===== src/fmrc_pkg.sv =====
package fmrc_pkg;

	// opcodes seen by the mode and reset control
	localparam logic [7:0] OP_CONT_EXIT = 8'hFF;
	localparam logic [7:0] OP_QPI_ENTER = 8'h38;
	localparam logic [7:0] OP_RST_ARM = 8'h66;
	localparam logic [7:0] OP_RST_EXEC = 8'h99;
	localparam logic [7:0] OP_DUAL_READ = 8'hBB;
	localparam logic [7:0] OP_QUAD_READ = 8'hEB;

	// phase lengths in bits, and the opcode window length in link clocks
	localparam logic [5:0] OPC_BITS = 6'h08;
	localparam logic [5:0] ADDR_BITS = 6'h18;
	localparam logic [5:0] MODE_BITS = 6'h08;
	localparam logic [3:0] OPC_CLKS_SPI = 4'h8;
	localparam logic [3:0] OPC_CLKS_QPI = 4'h2;
	localparam logic [1:0] CONT_KEEP = 2'h2;
	localparam int MODE_SKIP_HI = 5;
	localparam int MODE_SKIP_LO = 4;

	// register map (byte offsets as printed)
	localparam logic [7:0] OFS_VMAX = 8'h60;
	localparam logic [7:0] OFS_VMIN = 8'h62;
	localparam logic [7:0] OFS_FEAT = 8'h64;
	localparam logic [7:0] OFS_WRAP_OPC = 8'h66;
	localparam logic [7:0] OFS_WRAP_LEN = 8'h67;
	localparam logic [7:0] OFS_LOCK = 8'h68;
	localparam logic [7:0] OFS_CTRL = 8'h70;
	localparam logic [7:0] OFS_STAT = 8'h71;

	localparam logic [15:0] VMAX_VAL = 16'h3600;
	localparam logic [15:0] VMIN_VAL = 16'h2700;
	localparam logic [15:0] FEAT_VAL = 16'hF99F;
	localparam logic [7:0] WRAP_OPC_VAL = 8'h77;
	localparam logic [7:0] WRAP_LEN_VAL = 8'h64;
	localparam logic [15:0] LOCK_VAL = 16'hCBFC;

	// control register layout: qe bit0, wel bit1, suspend bit2, wrap length bits 5:4
	localparam int CTRL_QE_BIT = 0;
	localparam int CTRL_WEL_BIT = 1;
	localparam int CTRL_SUSP_BIT = 2;
	localparam int CTRL_WRAP_LO = 4;
	localparam logic [15:0] CTRL_RST = 16'h0000;

	typedef enum logic [2:0] {
		ST_IDLE,
		ST_OPCODE,
		ST_ADDR,
		ST_MODE,
		ST_DATA,
		ST_IGNORE
	} fmrc_state_e;

	typedef struct packed {
		logic four_line_command_mode;
		logic cont;
		logic armed;
		logic quad_rd;
	} fmrc_mode_s;

	typedef struct packed {
		logic [1:0] wrap;
		logic susp;
		logic wel;
		logic qe;
	} fmrc_ctrl_s;

	localparam fmrc_mode_s MODE_RST = '{four_line_command_mode: 1'b0, cont: 1'b0, armed: 1'b0, quad_rd: 1'b0};

endpackage : fmrc_pkg


===== src/fmrc_top.sv =====
// Implementation choice: the address-and-strobe port.
`timescale 1ns/1ns
module fmrc_top
	import fmrc_pkg::*;
(
	input wire logic MCLK_I, // system clock
	input wire logic RST_B_I, // sync reset, active low
	input wire logic SCLK_I, // serial link clock pin
	input wire logic CS_B_I, // chip select pin, active low
	input wire logic [3:0] IO_I, // serial io lines, input side
	input wire logic PE_BUSY_I, // program/erase in progress
	input wire logic [7:0] ADDR_I, // register address
	input wire logic [15:0] WDATA_I, // register write data
	input wire logic WR_I, // register write strobe
	input wire logic RD_I, // register read strobe
	output logic [15:0] RDATA_O, // register read data
	output logic QPI_MODE_O, // four-line command mode active
	output logic CONT_READ_O, // continuous read active
	output logic QE_O, // quad enable bit
	output logic WEL_O, // write enable latch
	output logic SUSPEND_O, // program/erase suspended
	output logic [1:0] WRAP_LEN_O, // wrap length setting
	output logic SW_RESET_O, // software reset pulse
	output logic PE_ABORT_O // program/erase abort pulse
);

	logic sclk_s1, sclk_s2, sclk_s3;
	logic cs_b_s1, cs_b_s2;
	logic [3:0] io_s1, io_s2;
	logic sclk_rise;
	logic cs_active;

	fmrc_state_e state_reg;
	logic [5:0] cnt_reg;
	logic [3:0] clk_reg;
	logic ones_reg;
	logic [7:0] op_reg;
	logic [7:0] mbits_reg;
	fmrc_mode_s mode_reg;
	fmrc_ctrl_s ctrl_reg;
	logic sw_rst_reg;
	logic abort_reg;
	logic [15:0] rdata_reg;

	logic [2:0] lanes;
	logic [5:0] cnt_next;
	logic [3:0] clk_next;
	logic ones_next;
	logic [7:0] op_next;
	logic [7:0] mbits_next;
	logic opc_done;
	logic mode_done;
	logic exit_hit;
	logic do_sw_reset;
	logic ctrl_wr;
	logic qe_eff;
	logic [15:0] rd_mux;

	// first stage feeds only the second; edge detect uses stages two and three
	always_ff @(posedge MCLK_I) begin
		if (!RST_B_I) begin
			sclk_s1 <= 1'b0;
			sclk_s2 <= 1'b0;
			sclk_s3 <= 1'b0;
			cs_b_s1 <= 1'b1;
			cs_b_s2 <= 1'b1;
			io_s1 <= 4'h0;
			io_s2 <= 4'h0;
		end else begin
			sclk_s1 <= SCLK_I;
			sclk_s2 <= sclk_s1;
			sclk_s3 <= sclk_s2;
			cs_b_s1 <= CS_B_I;
			cs_b_s2 <= cs_b_s1;
			io_s1 <= IO_I;
			io_s2 <= io_s1;
		end
	end

	assign sclk_rise = sclk_s2 & ~sclk_s3;
	assign cs_active = ~cs_b_s2;

	always_comb begin
		if (state_reg == ST_OPCODE) begin
			lanes = mode_reg.four_line_command_mode ? 3'h4 : 3'h1;
		end else begin
			lanes = mode_reg.quad_rd ? 3'h4 : 3'h2;
		end
	end

	assign cnt_next = cnt_reg + {3'h0, lanes};
	assign clk_next = (clk_reg == 4'hF) ? clk_reg : clk_reg + 4'h1;
	assign ones_next = ones_reg & (mode_reg.four_line_command_mode ? (&io_s2) : io_s2[0]);
	assign op_next = mode_reg.four_line_command_mode ? {op_reg[3:0], io_s2} : {op_reg[6:0], io_s2[0]};
	assign mbits_next = mode_reg.quad_rd ? {mbits_reg[3:0], io_s2} : {mbits_reg[5:0], io_s2[1:0]};
	assign opc_done = (state_reg == ST_OPCODE) && cs_active && sclk_rise && (cnt_next == OPC_BITS);
	assign mode_done = (state_reg == ST_MODE) && cs_active && sclk_rise && (cnt_next == MODE_BITS);

	// an all-ones address start inside the opcode window is taken as the exit code;
	// a real read at that address would carry all-ones mode bits and leave anyway
	assign exit_hit = mode_reg.cont && cs_active && sclk_rise && ones_next
		&& ((state_reg == ST_ADDR) || (state_reg == ST_MODE))
		&& (clk_next == (mode_reg.four_line_command_mode ? OPC_CLKS_QPI : OPC_CLKS_SPI));

	assign do_sw_reset = opc_done && (op_next == OP_RST_EXEC) && mode_reg.armed;
	assign ctrl_wr = WR_I && (ADDR_I == OFS_CTRL);
	assign qe_eff = ctrl_wr ? WDATA_I[CTRL_QE_BIT] : ctrl_reg.qe;

	// transaction sequencer
	always_ff @(posedge MCLK_I) begin
		if (!RST_B_I) begin
			state_reg <= ST_IDLE;
			cnt_reg <= 6'h00;
			clk_reg <= 4'h0;
			ones_reg <= 1'b1;
			op_reg <= 8'h00;
			mbits_reg <= 8'h00;
		end else if (!cs_active) begin
			state_reg <= ST_IDLE;
			cnt_reg <= 6'h00;
		end else begin
			case (state_reg)
				ST_IDLE: begin
					state_reg <= mode_reg.cont ? ST_ADDR : ST_OPCODE;
					cnt_reg <= 6'h00;
					clk_reg <= 4'h0;
					ones_reg <= 1'b1;
				end
				ST_OPCODE: begin
					if (sclk_rise) begin
						clk_reg <= clk_next;
						op_reg <= op_next;
						cnt_reg <= cnt_next;
						if (cnt_next == OPC_BITS) begin
							cnt_reg <= 6'h00;
							if ((op_next == OP_QUAD_READ) || (op_next == OP_DUAL_READ && !mode_reg.four_line_command_mode)) begin
								state_reg <= ST_ADDR;
							end else begin
								state_reg <= ST_IGNORE;
							end
						end
					end
				end
				ST_ADDR: begin
					if (sclk_rise) begin
						clk_reg <= clk_next;
						ones_reg <= ones_next;
						cnt_reg <= cnt_next;
						if (exit_hit) begin
							state_reg <= ST_IGNORE;
						end else if (cnt_next == ADDR_BITS) begin
							cnt_reg <= 6'h00;
							state_reg <= ST_MODE;
						end
					end
				end
				ST_MODE: begin
					if (sclk_rise) begin
						clk_reg <= clk_next;
						ones_reg <= ones_next;
						mbits_reg <= mbits_next;
						cnt_reg <= cnt_next;
						if (exit_hit) begin
							state_reg <= ST_IGNORE;
						end else if (cnt_next == MODE_BITS) begin
							state_reg <= ST_DATA;
						end
					end
				end
				ST_DATA: begin
					state_reg <= ST_DATA;
				end
				ST_IGNORE: begin
					state_reg <= ST_IGNORE;
				end
				default: begin
					state_reg <= ST_IDLE;
				end
			endcase
		end
	end

	// mode state; later assignments take priority
	always_ff @(posedge MCLK_I) begin
		if (!RST_B_I) begin
			mode_reg <= MODE_RST;
		end else if (do_sw_reset) begin
			mode_reg <= MODE_RST;
		end else begin
			if (opc_done) begin
				mode_reg.armed <= 1'b0;
				case (op_next)
					OP_CONT_EXIT: begin
						mode_reg.four_line_command_mode <= 1'b0;
						mode_reg.cont <= 1'b0;
					end
					OP_QPI_ENTER: begin
						if (qe_eff) begin
							mode_reg.four_line_command_mode <= 1'b1;
						end
					end
					OP_RST_ARM: begin
						mode_reg.armed <= 1'b1;
					end
					OP_QUAD_READ: begin
						mode_reg.quad_rd <= 1'b1;
					end
					OP_DUAL_READ: begin
						mode_reg.quad_rd <= mode_reg.four_line_command_mode;
					end
					default: begin
						mode_reg.armed <= 1'b0;
					end
				endcase
			end
			if (mode_done) begin
				// only bits 5:4 decide; the rest are don't-care
				mode_reg.cont <= (mbits_next[MODE_SKIP_HI:MODE_SKIP_LO] == CONT_KEEP);
			end
			if (exit_hit) begin
				mode_reg.cont <= 1'b0;
				mode_reg.four_line_command_mode <= 1'b0;
			end
			if (!qe_eff) begin
				mode_reg.four_line_command_mode <= 1'b0;
			end
		end
	end

	// control bits are untouched by qpi transitions
	always_ff @(posedge MCLK_I) begin
		if (!RST_B_I) begin
			ctrl_reg <= fmrc_ctrl_s'(CTRL_RST[4:0]);
		end else if (do_sw_reset) begin
			ctrl_reg.wel <= 1'b0;
			ctrl_reg.susp <= 1'b0;
			ctrl_reg.wrap <= 2'h0;
			// qe survives the reset, so a write landing now must not be lost
			if (ctrl_wr) begin
				ctrl_reg.qe <= WDATA_I[CTRL_QE_BIT];
			end
		end else if (ctrl_wr) begin
			ctrl_reg.qe <= WDATA_I[CTRL_QE_BIT];
			ctrl_reg.wel <= WDATA_I[CTRL_WEL_BIT];
			ctrl_reg.susp <= WDATA_I[CTRL_SUSP_BIT];
			ctrl_reg.wrap <= WDATA_I[CTRL_WRAP_LO +: 2];
		end
	end

	always_ff @(posedge MCLK_I) begin
		if (!RST_B_I) begin
			sw_rst_reg <= 1'b0;
			abort_reg <= 1'b0;
		end else begin
			sw_rst_reg <= do_sw_reset;
			abort_reg <= do_sw_reset & PE_BUSY_I;
		end
	end

	always_comb begin
		case (ADDR_I)
			OFS_VMAX: rd_mux = VMAX_VAL;
			OFS_VMIN: rd_mux = VMIN_VAL;
			OFS_FEAT: rd_mux = FEAT_VAL;
			OFS_WRAP_OPC: rd_mux = {8'h00, WRAP_OPC_VAL};
			OFS_WRAP_LEN: rd_mux = {8'h00, WRAP_LEN_VAL};
			OFS_LOCK: rd_mux = LOCK_VAL;
			OFS_CTRL: rd_mux = {10'h000, ctrl_reg.wrap, 1'b0, ctrl_reg.susp, ctrl_reg.wel, ctrl_reg.qe};
			OFS_STAT: rd_mux = {11'h000, PE_BUSY_I, mode_reg};
			default: rd_mux = 16'h0000;
		endcase
	end

	// data stands only in the cycle after the read strobe
	always_ff @(posedge MCLK_I) begin
		if (!RST_B_I) begin
			rdata_reg <= 16'h0000;
		end else begin
			rdata_reg <= RD_I ? rd_mux : 16'h0000;
		end
	end

	assign RDATA_O = rdata_reg;
	assign QPI_MODE_O = mode_reg.four_line_command_mode;
	assign CONT_READ_O = mode_reg.cont;
	assign QE_O = ctrl_reg.qe;
	assign WEL_O = ctrl_reg.wel;
	assign SUSPEND_O = ctrl_reg.susp;
	assign WRAP_LEN_O = ctrl_reg.wrap;
	assign SW_RESET_O = sw_rst_reg;
	assign PE_ABORT_O = abort_reg;
endmodule : fmrc_top


===== config.mk =====
export PLATFORM = sky130hd
export DESIGN_NAME = fmrc_top
export DESIGN_NICKNAME = d
export VERILOG_FILES = /design/src/fmrc_pkg.sv /design/src/fmrc_top.sv
export SDC_FILE = /design/constraint.sdc
export NUM_CORES = 1
export LEC_CHECK = 0
export BUFFER_PORTS_ARGS = -buffer_cell sky130_fd_sc_hd__buf_2
export CORE_MARGIN = 5
export CORE_UTILIZATION = 50
export DETAILED_ROUTE_END_ITERATION = 10
export GPL_ROUTABILITY_DRIVEN = 0
export PLACE_DENSITY = 0.78
export SYNTH_ARGS = -nofsm -noshare
export SYNTH_HDL_FRONTEND = slang
export SYNTH_SLANG_ARGS = --single-unit

===== constraint.sdc =====
create_clock -name MCLK_I -period 3.9 [get_ports MCLK_I]
set_clock_uncertainty 0.05 [all_clocks]
set_input_delay 0.195 -clock MCLK_I [delete_from_list [all_inputs] [get_ports MCLK_I]]
set_output_delay 0.195 -clock MCLK_I [all_outputs]
set_load 0.02 [all_outputs]

==> results of run 1 <==
## routing by layer
metal / wire length, microns / GRT usage, % / vias to the layer above / part of all wire (%)
met4: 152 / 6.968 / 0 / 2.1
met3: 552 / 6.612 / 19 / 7.5
met2: 3410 / 27.82 / 109 / 46
met5: 0 / 0 / - / 0
met1: 3263 / 23.41 / 1353 / 44
li1: - / - / 1457 / -
## power by group through the flow
| stage | combinational [mW] | sequential (mW) | clock [mW] |
|---|---|---|---|
| floorplan | 0.0389 | 0.658 | 0 |
| global placement | 0.0581 | 0.659 | 0 |
| detailed placement | 0.0599 | 0.660 | 0 |
| CTS | 0.0625 | 0.646 | 0.559 |
| global route | 0.0701 | 0.646 | 0.583 |
| finish | 0.0622 | 0.646 | 0.545 |
## metrics by stage
step	power, mW	cells
final	1.253	505
after global routing	1.299	505
after CTS	1.267	505
after detailed placement	0.7196	487
after global placement	0.7175	487
after floorplan	0.6972	382
## how the worst max path moves through the flow
stage,start,end,cells after the start
floorplan,state_reg[0]$_SDFFE_PP0P_,state_reg[1]$_SDFFE_PP0P_,13
global placement,state_reg[0]$_SDFFE_PP0P_,state_reg[1]$_SDFFE_PP0P_,11
detailed placement,state_reg[0]$_SDFFE_PP0P_,state_reg[1]$_SDFFE_PP0P_,11
CTS,state_reg[0]$_SDFFE_PP0P_,state_reg[1]$_SDFFE_PP0P_,11
global route,state_reg[0]$_SDFFE_PP0P_,state_reg[1]$_SDFFE_PP0P_,11
finish,state_reg[0]$_SDFFE_PP0P_,state_reg[1]$_SDFFE_PP0P_,11
## cell usage in the layout, fill, tap and decap left out, types with 5 or more instances in the layout
| master | Yosys | routed |
|---|---|---|
| o21ai_0 | 9 | 9 |
| nor3_1 | 10 | 10 |
| nor2b_1 | 7 | 7 |
| a21oi_1 | 27 | 27 |
| mux2i_1 | 20 | 20 |
| and2_1 | 14 | 14 |
| mux2_2 | 6 | 6 |
| inv_1 | 9 | 9 |
| buf_4 | 5 | 5 |
| nor3b_1 | 5 | 5 |
| buf_2 | 6 | 48 |
| nand3_1 | 16 | 16 |
| a211oi_1 | 8 | 8 |
| nand2b_1 | 8 | 8 |
| nand2_1 | 16 | 16 |
| dfxtp_1 | 62 | 62 |
| clkbuf_8 | 0 | 10 |
| nor2_1 | 51 | 51 |
## area by class of cell
cell class	instances	area [sq um]
Multi-Input combinational cell	284	1861
Sequential cell	62	1241
Clock inverter	4	47.55
Clock buffer	11	141.4
Inverter	11	41.29
Fill cell	550	2614
Timing Repair Buffer	56	307.8
Tap cell	77	96.34
## timing repair
action                                  in CTS  in global routing
endpoints found under the setup margin       0                  0
endpoints found under the hold margin        3                  0
hold buffers                                 3                  0
## cell families (layout without fill, tap and decap cells)
| kind of cell | Yosys count | count (layout) | share of synthesized area (%) |
|---|---|---|---|
| compound gates | 88 | 88 | 18.47 |
| xor+xnor | 5 | 5 | 1.794 |
| fa+ha+maj | 5 | 5 | 2.137 |
| buf+inv | 36 | 82 | 5.382 |
| flops | 62 | 62 | 37.86 |
| mux | 26 | 26 | 8.168 |
| simple gates | 160 | 160 | 26.18 |
## worst register-to-register path: stages, from the launching register on
cell and delay, ns:
dfxtp_1 0.32, nor2b_1 0.29, nor3b_1 0.32, ha_1 0.23
inv_1 0.06, fa_1 0.40, xor2_1 0.20, and3_1 0.20
and3_1 0.41, a311oi_2 0.19, or4b_1 0.53, o31ai_1 0.08
==> flow_metrics.env, run 1 <==
export IMPL_status="finished clean"
export IMPL_track_usage_pct=18.18
export IMPL_grt_pass1_wl_microns=12520
export IMPL_yosys_warnings=0
export IMPL_critPathMaxFanout=10
export IMPL_cts_tree="done"
export IMPL_design_area_sq_um=3736
export IMPL_crit_top_cell="and3_1"
export IMPL_holdWs_ns=0.008161
export IMPL_drive_above_1_share_pct=19.39
export IMPL_path_buf_inv=1
export IMPL_post_route_util_pct=58.84
export IMPL_min_path_cells=2
export IMPL_drtAntennaViolNets=0
export IMPL_wl_per_cell_microns=14.61
export IMPL_die_h_microns=90.97
export IMPL_ys_seq_area_share_pct=37.86
export IMPL_coreArea_sq_um=6350
export IMPL_critPathRequiredTime_ns=4.11
export IMPL_worst_r2r_path_depth=11
export IMPL_clk_pin_slew_ns=0.07
export IMPL_synthArstFlopShare_pct=0
export IMPL_switching_share_pct=22.23
export IMPL_largest_reg_flops=13
export IMPL_placed_area_sq_um=3517
export IMPL_powerDensity_nw_per_um2=335.4
export IMPL_tightest_slew_ns=0.9095
export IMPL_reg2reg_to="state_reg[1]$_SDFFE_PP0P_"
export IMPL_cp_end_kind="flop"
export IMPL_drc_errors=0
export IMPL_synth_area_leader_cell="dfxtp_1"
export IMPL_leakagePower_nw=1.483
export IMPL_synthTopCellsByArea="dfxtp_1 38%, mux2i_1 6.1%, nor2_1 5.8%"
export IMPL_start_kind="flop"
export IMPL_crit_family="simple AND/OR/NAND/NOR gates"
export IMPL_period_minus_slack_ns=3.384
export IMPL_p_seq_share_pct=51.5
export IMPL_grt_start_max_net_pins=31
export IMPL_ioPinCount=60
export IMPL_max_freq_mhz=295.5
export IMPL_drtIter0Drc=219
export IMPL_period_share_pct=86.77
export IMPL_min_path_type="input pin to flop"
export IMPL_rsz0062_at_grt="no"
export IMPL_vias=2938
export IMPL_path_cells="nor2b_1 > nor3b_1 > ha_1 > inv_1 > fa_1 > xor2_1 > and3_1 > and3_1 > a311oi_2 > or4b_1 > o31ai_1"
export IMPL_syn_inst=382
export IMPL_final_nets=464
export IMPL_final_hold_viol_count=0
export IMPL_hold_path_end="io_s1[2]$_SDFF_PN0_"
export IMPL_drv_cap=0
export IMPL_overflow=0
export IMPL_cts_setup_buffers=0
export IMPL_synth_edf_count=0
export IMPL_post_place_ws_ns=0.5746
export IMPL_cts_sinks=62
export IMPL_reg2reg_slack_ns=0.52
export IMPL_drt_pass1_iter_count=5
export IMPL_synth_cell_types=68
export IMPL_cp_slowest_stage_delay_ns=0.53
export IMPL_die_area_sq_um=8276
export IMPL_drt_vias_per_instance=5.818
export IMPL_num_antenna_cells=0
export IMPL_cts_repair_resized=0
export IMPL_dp_hpwl_microns=5405
export IMPL_slew_headroom_pct=38.91
export IMPL_wl_microns=7379
export IMPL_drv_slew=0
export IMPL_intPower_mw=0.9744
export IMPL_clk_path_buf_depth=2
export IMPL_p_switching_mw=0.2785
export IMPL_pwr_share_comb_pct=5.0
export IMPL_fin_ws_ns=0.5161
export IMPL_syn_area_sq_um=3278
export IMPL_setup_violations=0
export IMPL_critical_path_class="flop to flop"
export IMPL_yosys_register_bits=62
export IMPL_grt_pass1_vias=2718
export IMPL_hold_start="IO_I[2]"
export IMPL_clockRootBuffer="clkbuf_8"
export IMPL_synth_top_cell_area_share_pct=37.86
export IMPL_syn_avg_cell_area_sq_um=8.582
export IMPL_fp_dieW_microns=90.97
export IMPL_io_buffers=48
export IMPL_syn_nets=422
export IMPL_synth_ff_type="dfxtp_1"
export IMPL_worstSkewPairLatency_ns=0.34
export IMPL_htreeDepth=3
export IMPL_yosys_top_cells_count="62 x dfxtp_1, 51 x nor2_1, 27 x a21oi_1, 20 x mux2i_1"
export IMPL_antenna_found_initial=0
export IMPL_cts_made_buffers=9
export IMPL_power_frac_clock_pct=43.5
export IMPL_ir_drop_v=0.0002697
export IMPL_cp_arrival_ns=3.59
export IMPL_r2r_start="state_reg[0]$_SDFFE_PP0P_"
export IMPL_syn2layout_area_growth_pct=13.97
export IMPL_setup_tns_final_ns=0
export IMPL_num_rows=29
export IMPL_start_util_pct=51.63
export IMPL_cpMaxStageDelayCell="or4b_1"
export IMPL_yosys_cell_count_top_type="dfxtp_1"
Power figures use the tool's default switching activity.
==> run 2, diff against run 1 <==
--- a/config.mk
+++ b/config.mk
@@ -8,9 +8,11 @@
 export BUFFER_PORTS_ARGS = -buffer_cell sky130_fd_sc_hd__buf_2
 export CORE_MARGIN = 5
 export CORE_UTILIZATION = 50
+export CTS_BUF_LIST = sky130_fd_sc_hd__clkbuf_8
 export DETAILED_ROUTE_END_ITERATION = 10
 export GPL_ROUTABILITY_DRIVEN = 0
 export PLACE_DENSITY = 0.78
+export SKIP_CTS_REPAIR_TIMING = 1
 export SYNTH_ARGS = -nofsm -noshare
 export SYNTH_HDL_FRONTEND = slang
 export SYNTH_SLANG_ARGS = --single-unit
==> flow_metrics.env, run 2 (synthesized netlist as in run 1, its figures left out) <==
export IMPL_drt_pass1_iter_count=4
export IMPL_cp_arrival_ns=3.59
export IMPL_drc_errors=0
export IMPL_r2r_start="state_reg[0]$_SDFFE_PP0P_"
export IMPL_clk_path_buf_depth=2
export IMPL_critPathRequiredTime_ns=4.10
export IMPL_start_util_pct=51.63
export IMPL_io_buffers=48
export IMPL_period_minus_slack_ns=3.383
export IMPL_min_path_type="input pin to flop"
export IMPL_die_area_sq_um=8276
export IMPL_drtIter0Drc=215
export IMPL_cts_sinks=62
export IMPL_wl_per_cell_microns=14.68
export IMPL_fp_dieW_microns=90.97
export IMPL_max_freq_mhz=295.6
export IMPL_coreArea_sq_um=6350
export IMPL_final_hold_viol_count=0
export IMPL_powerDensity_nw_per_um2=335.9
export IMPL_ioPinCount=60
export IMPL_critPathLaunch="state_reg[0]$_SDFFE_PP0P_"
export IMPL_layout_common_cells="62 x dfxtp_1, 51 x nor2_1, 48 x buf_2"
export IMPL_antenna_found_initial=0
export IMPL_start_kind="flop"
export IMPL_hold_start="SCLK_I"
export IMPL_rsz0062_at_grt="no"
export IMPL_syn2layout_area_growth_pct=13.36
export IMPL_mostFrequentLayoutCell="dfxtp_1"
export IMPL_setup_tns_final_ns=0
export IMPL_period_share_pct=86.75
export IMPL_drv_cap=0
export IMPL_worstSkewPairLatency_ns=0.34
export IMPL_cts_tree="done"
export IMPL_clockRootBuffer="clkbuf_8"
export IMPL_drtAntennaViolNets=0
export IMPL_cp_end_kind="flop"
export IMPL_setup_violations=0
export IMPL_num_antenna_cells=0
export IMPL_grt_pass1_vias=2716
export IMPL_critical_path_class="flop to flop"
export IMPL_critPathMaxFanout=10
export IMPL_cts_made_buffers=9
export IMPL_num_rows=29
export IMPL_holdWs_ns=0.007039
export IMPL_final_nets=462
export IMPL_drt_vias_per_instance=5.869
export IMPL_tightest_slew_ns=0.8957
export IMPL_num_fill_cells=555
export IMPL_vias=2952
export IMPL_dp_hpwl_microns=5405
export IMPL_grt_start_max_net_pins=31
export IMPL_wl_microns=7384
export IMPL_leakagePower_nw=1.479
export IMPL_slew_headroom_pct=39.84
export IMPL_ir_drop_v=0.0002696
export IMPL_die_h_microns=90.97
export IMPL_drv_slew=0
export IMPL_track_usage_pct=18.14
export IMPL_clk_pin_slew_ns=0.07
export IMPL_drive_above_1_share_pct=19.48
export IMPL_status="finished clean"
export IMPL_grt_pass1_wl_microns=12490
export IMPL_largest_reg_flops=13
export IMPL_htreeDepth=3
export IMPL_overflow=0
-- run 2: cell count changes in the layout (fill, tap and decap cells not counted), sizes merged --
cell,change
dlygate4sd3,-2
clkbuf,-1
inv,+1
-- run 2: stage by stage --
stage / util (%) / setup slack [ns] / area, sq um / power, mW / std cells
after CTS: 58.36 / 0.5333 / 3706 / 1.262 / 502
after global routing: 58.52 / 0.2977 / 3716 / 1.295 / 503
after floorplan: - / 0.7919 / 3278 / 0.6972 / 382
after detailed placement: 55.39 / 0.5746 / 3517 / 0.7196 / 487
final: 58.52 / 0.5168 / 3716 / 1.248 / 503
after global placement: 55.39 / 0.6582 / 3517 / 0.7175 / 487
-- run 2: power breakdown --
| part | switching, mW | internal [mW] |
|---|---|---|
| Sequential | 0.00517 | 0.640 |
| Combinational | 0.0346 | 0.0261 |
| Clock | 0.238 | 0.304 |
| Total | 0.278 | 0.970 |
-- run 2: final timing paths --
check / endpoint / slack (ns) / depth (start not counted)
min reg2reg: cs_b_s2$_SDFF_PN1_ / 0.38 / 1
min: sclk_s1$_SDFF_PN0_ / 0.007 / 2
max: state_reg[1]$_SDFFE_PP0P_ / 0.52 / 11
max reg2reg: state_reg[1]$_SDFFE_PP0P_ / 0.52 / 11
-- run 2: metal layers --
| layer | vias up | routed length, microns | global-route usage (%) |
|---|---|---|---|
| met3 | 16 | 560 | 6.612 |
| met5 | - | 0 | 0 |
| li1 | 1457 | - | - |
| met1 | 1375 | 3207 | 23.36 |
| met4 | 0 | 141 | 6.968 |
| met2 | 104 | 3473 | 27.76 |
-- run 2: layout make-up --
type | count | area [sq um] | share of cell area (%)
Clock buffer | 10 | 137.6 | 3.704
Clock inverter | 5 | 51.30 | 1.380
Inverter | 11 | 41.29 | 1.111
Multi-Input combinational cell | 284 | 1861 | 50.07
Sequential cell | 62 | 1241 | 33.40
Tap cell | 77 | 96.34 | 2.593
Timing Repair Buffer | 54 | 287.8 | 7.744
-- run 2: worst max-delay path: stages (launching register included) --
cell and delay (ns):
dfxtp_1 0.32, nor2b_1 0.29, nor3b_1 0.32, ha_1 0.23, inv_1 0.06, fa_1 0.40, xor2_1 0.20, and3_1 0.20
and3_1 0.41, a311oi_2 0.19, or4b_1 0.53, o31ai_1 0.08
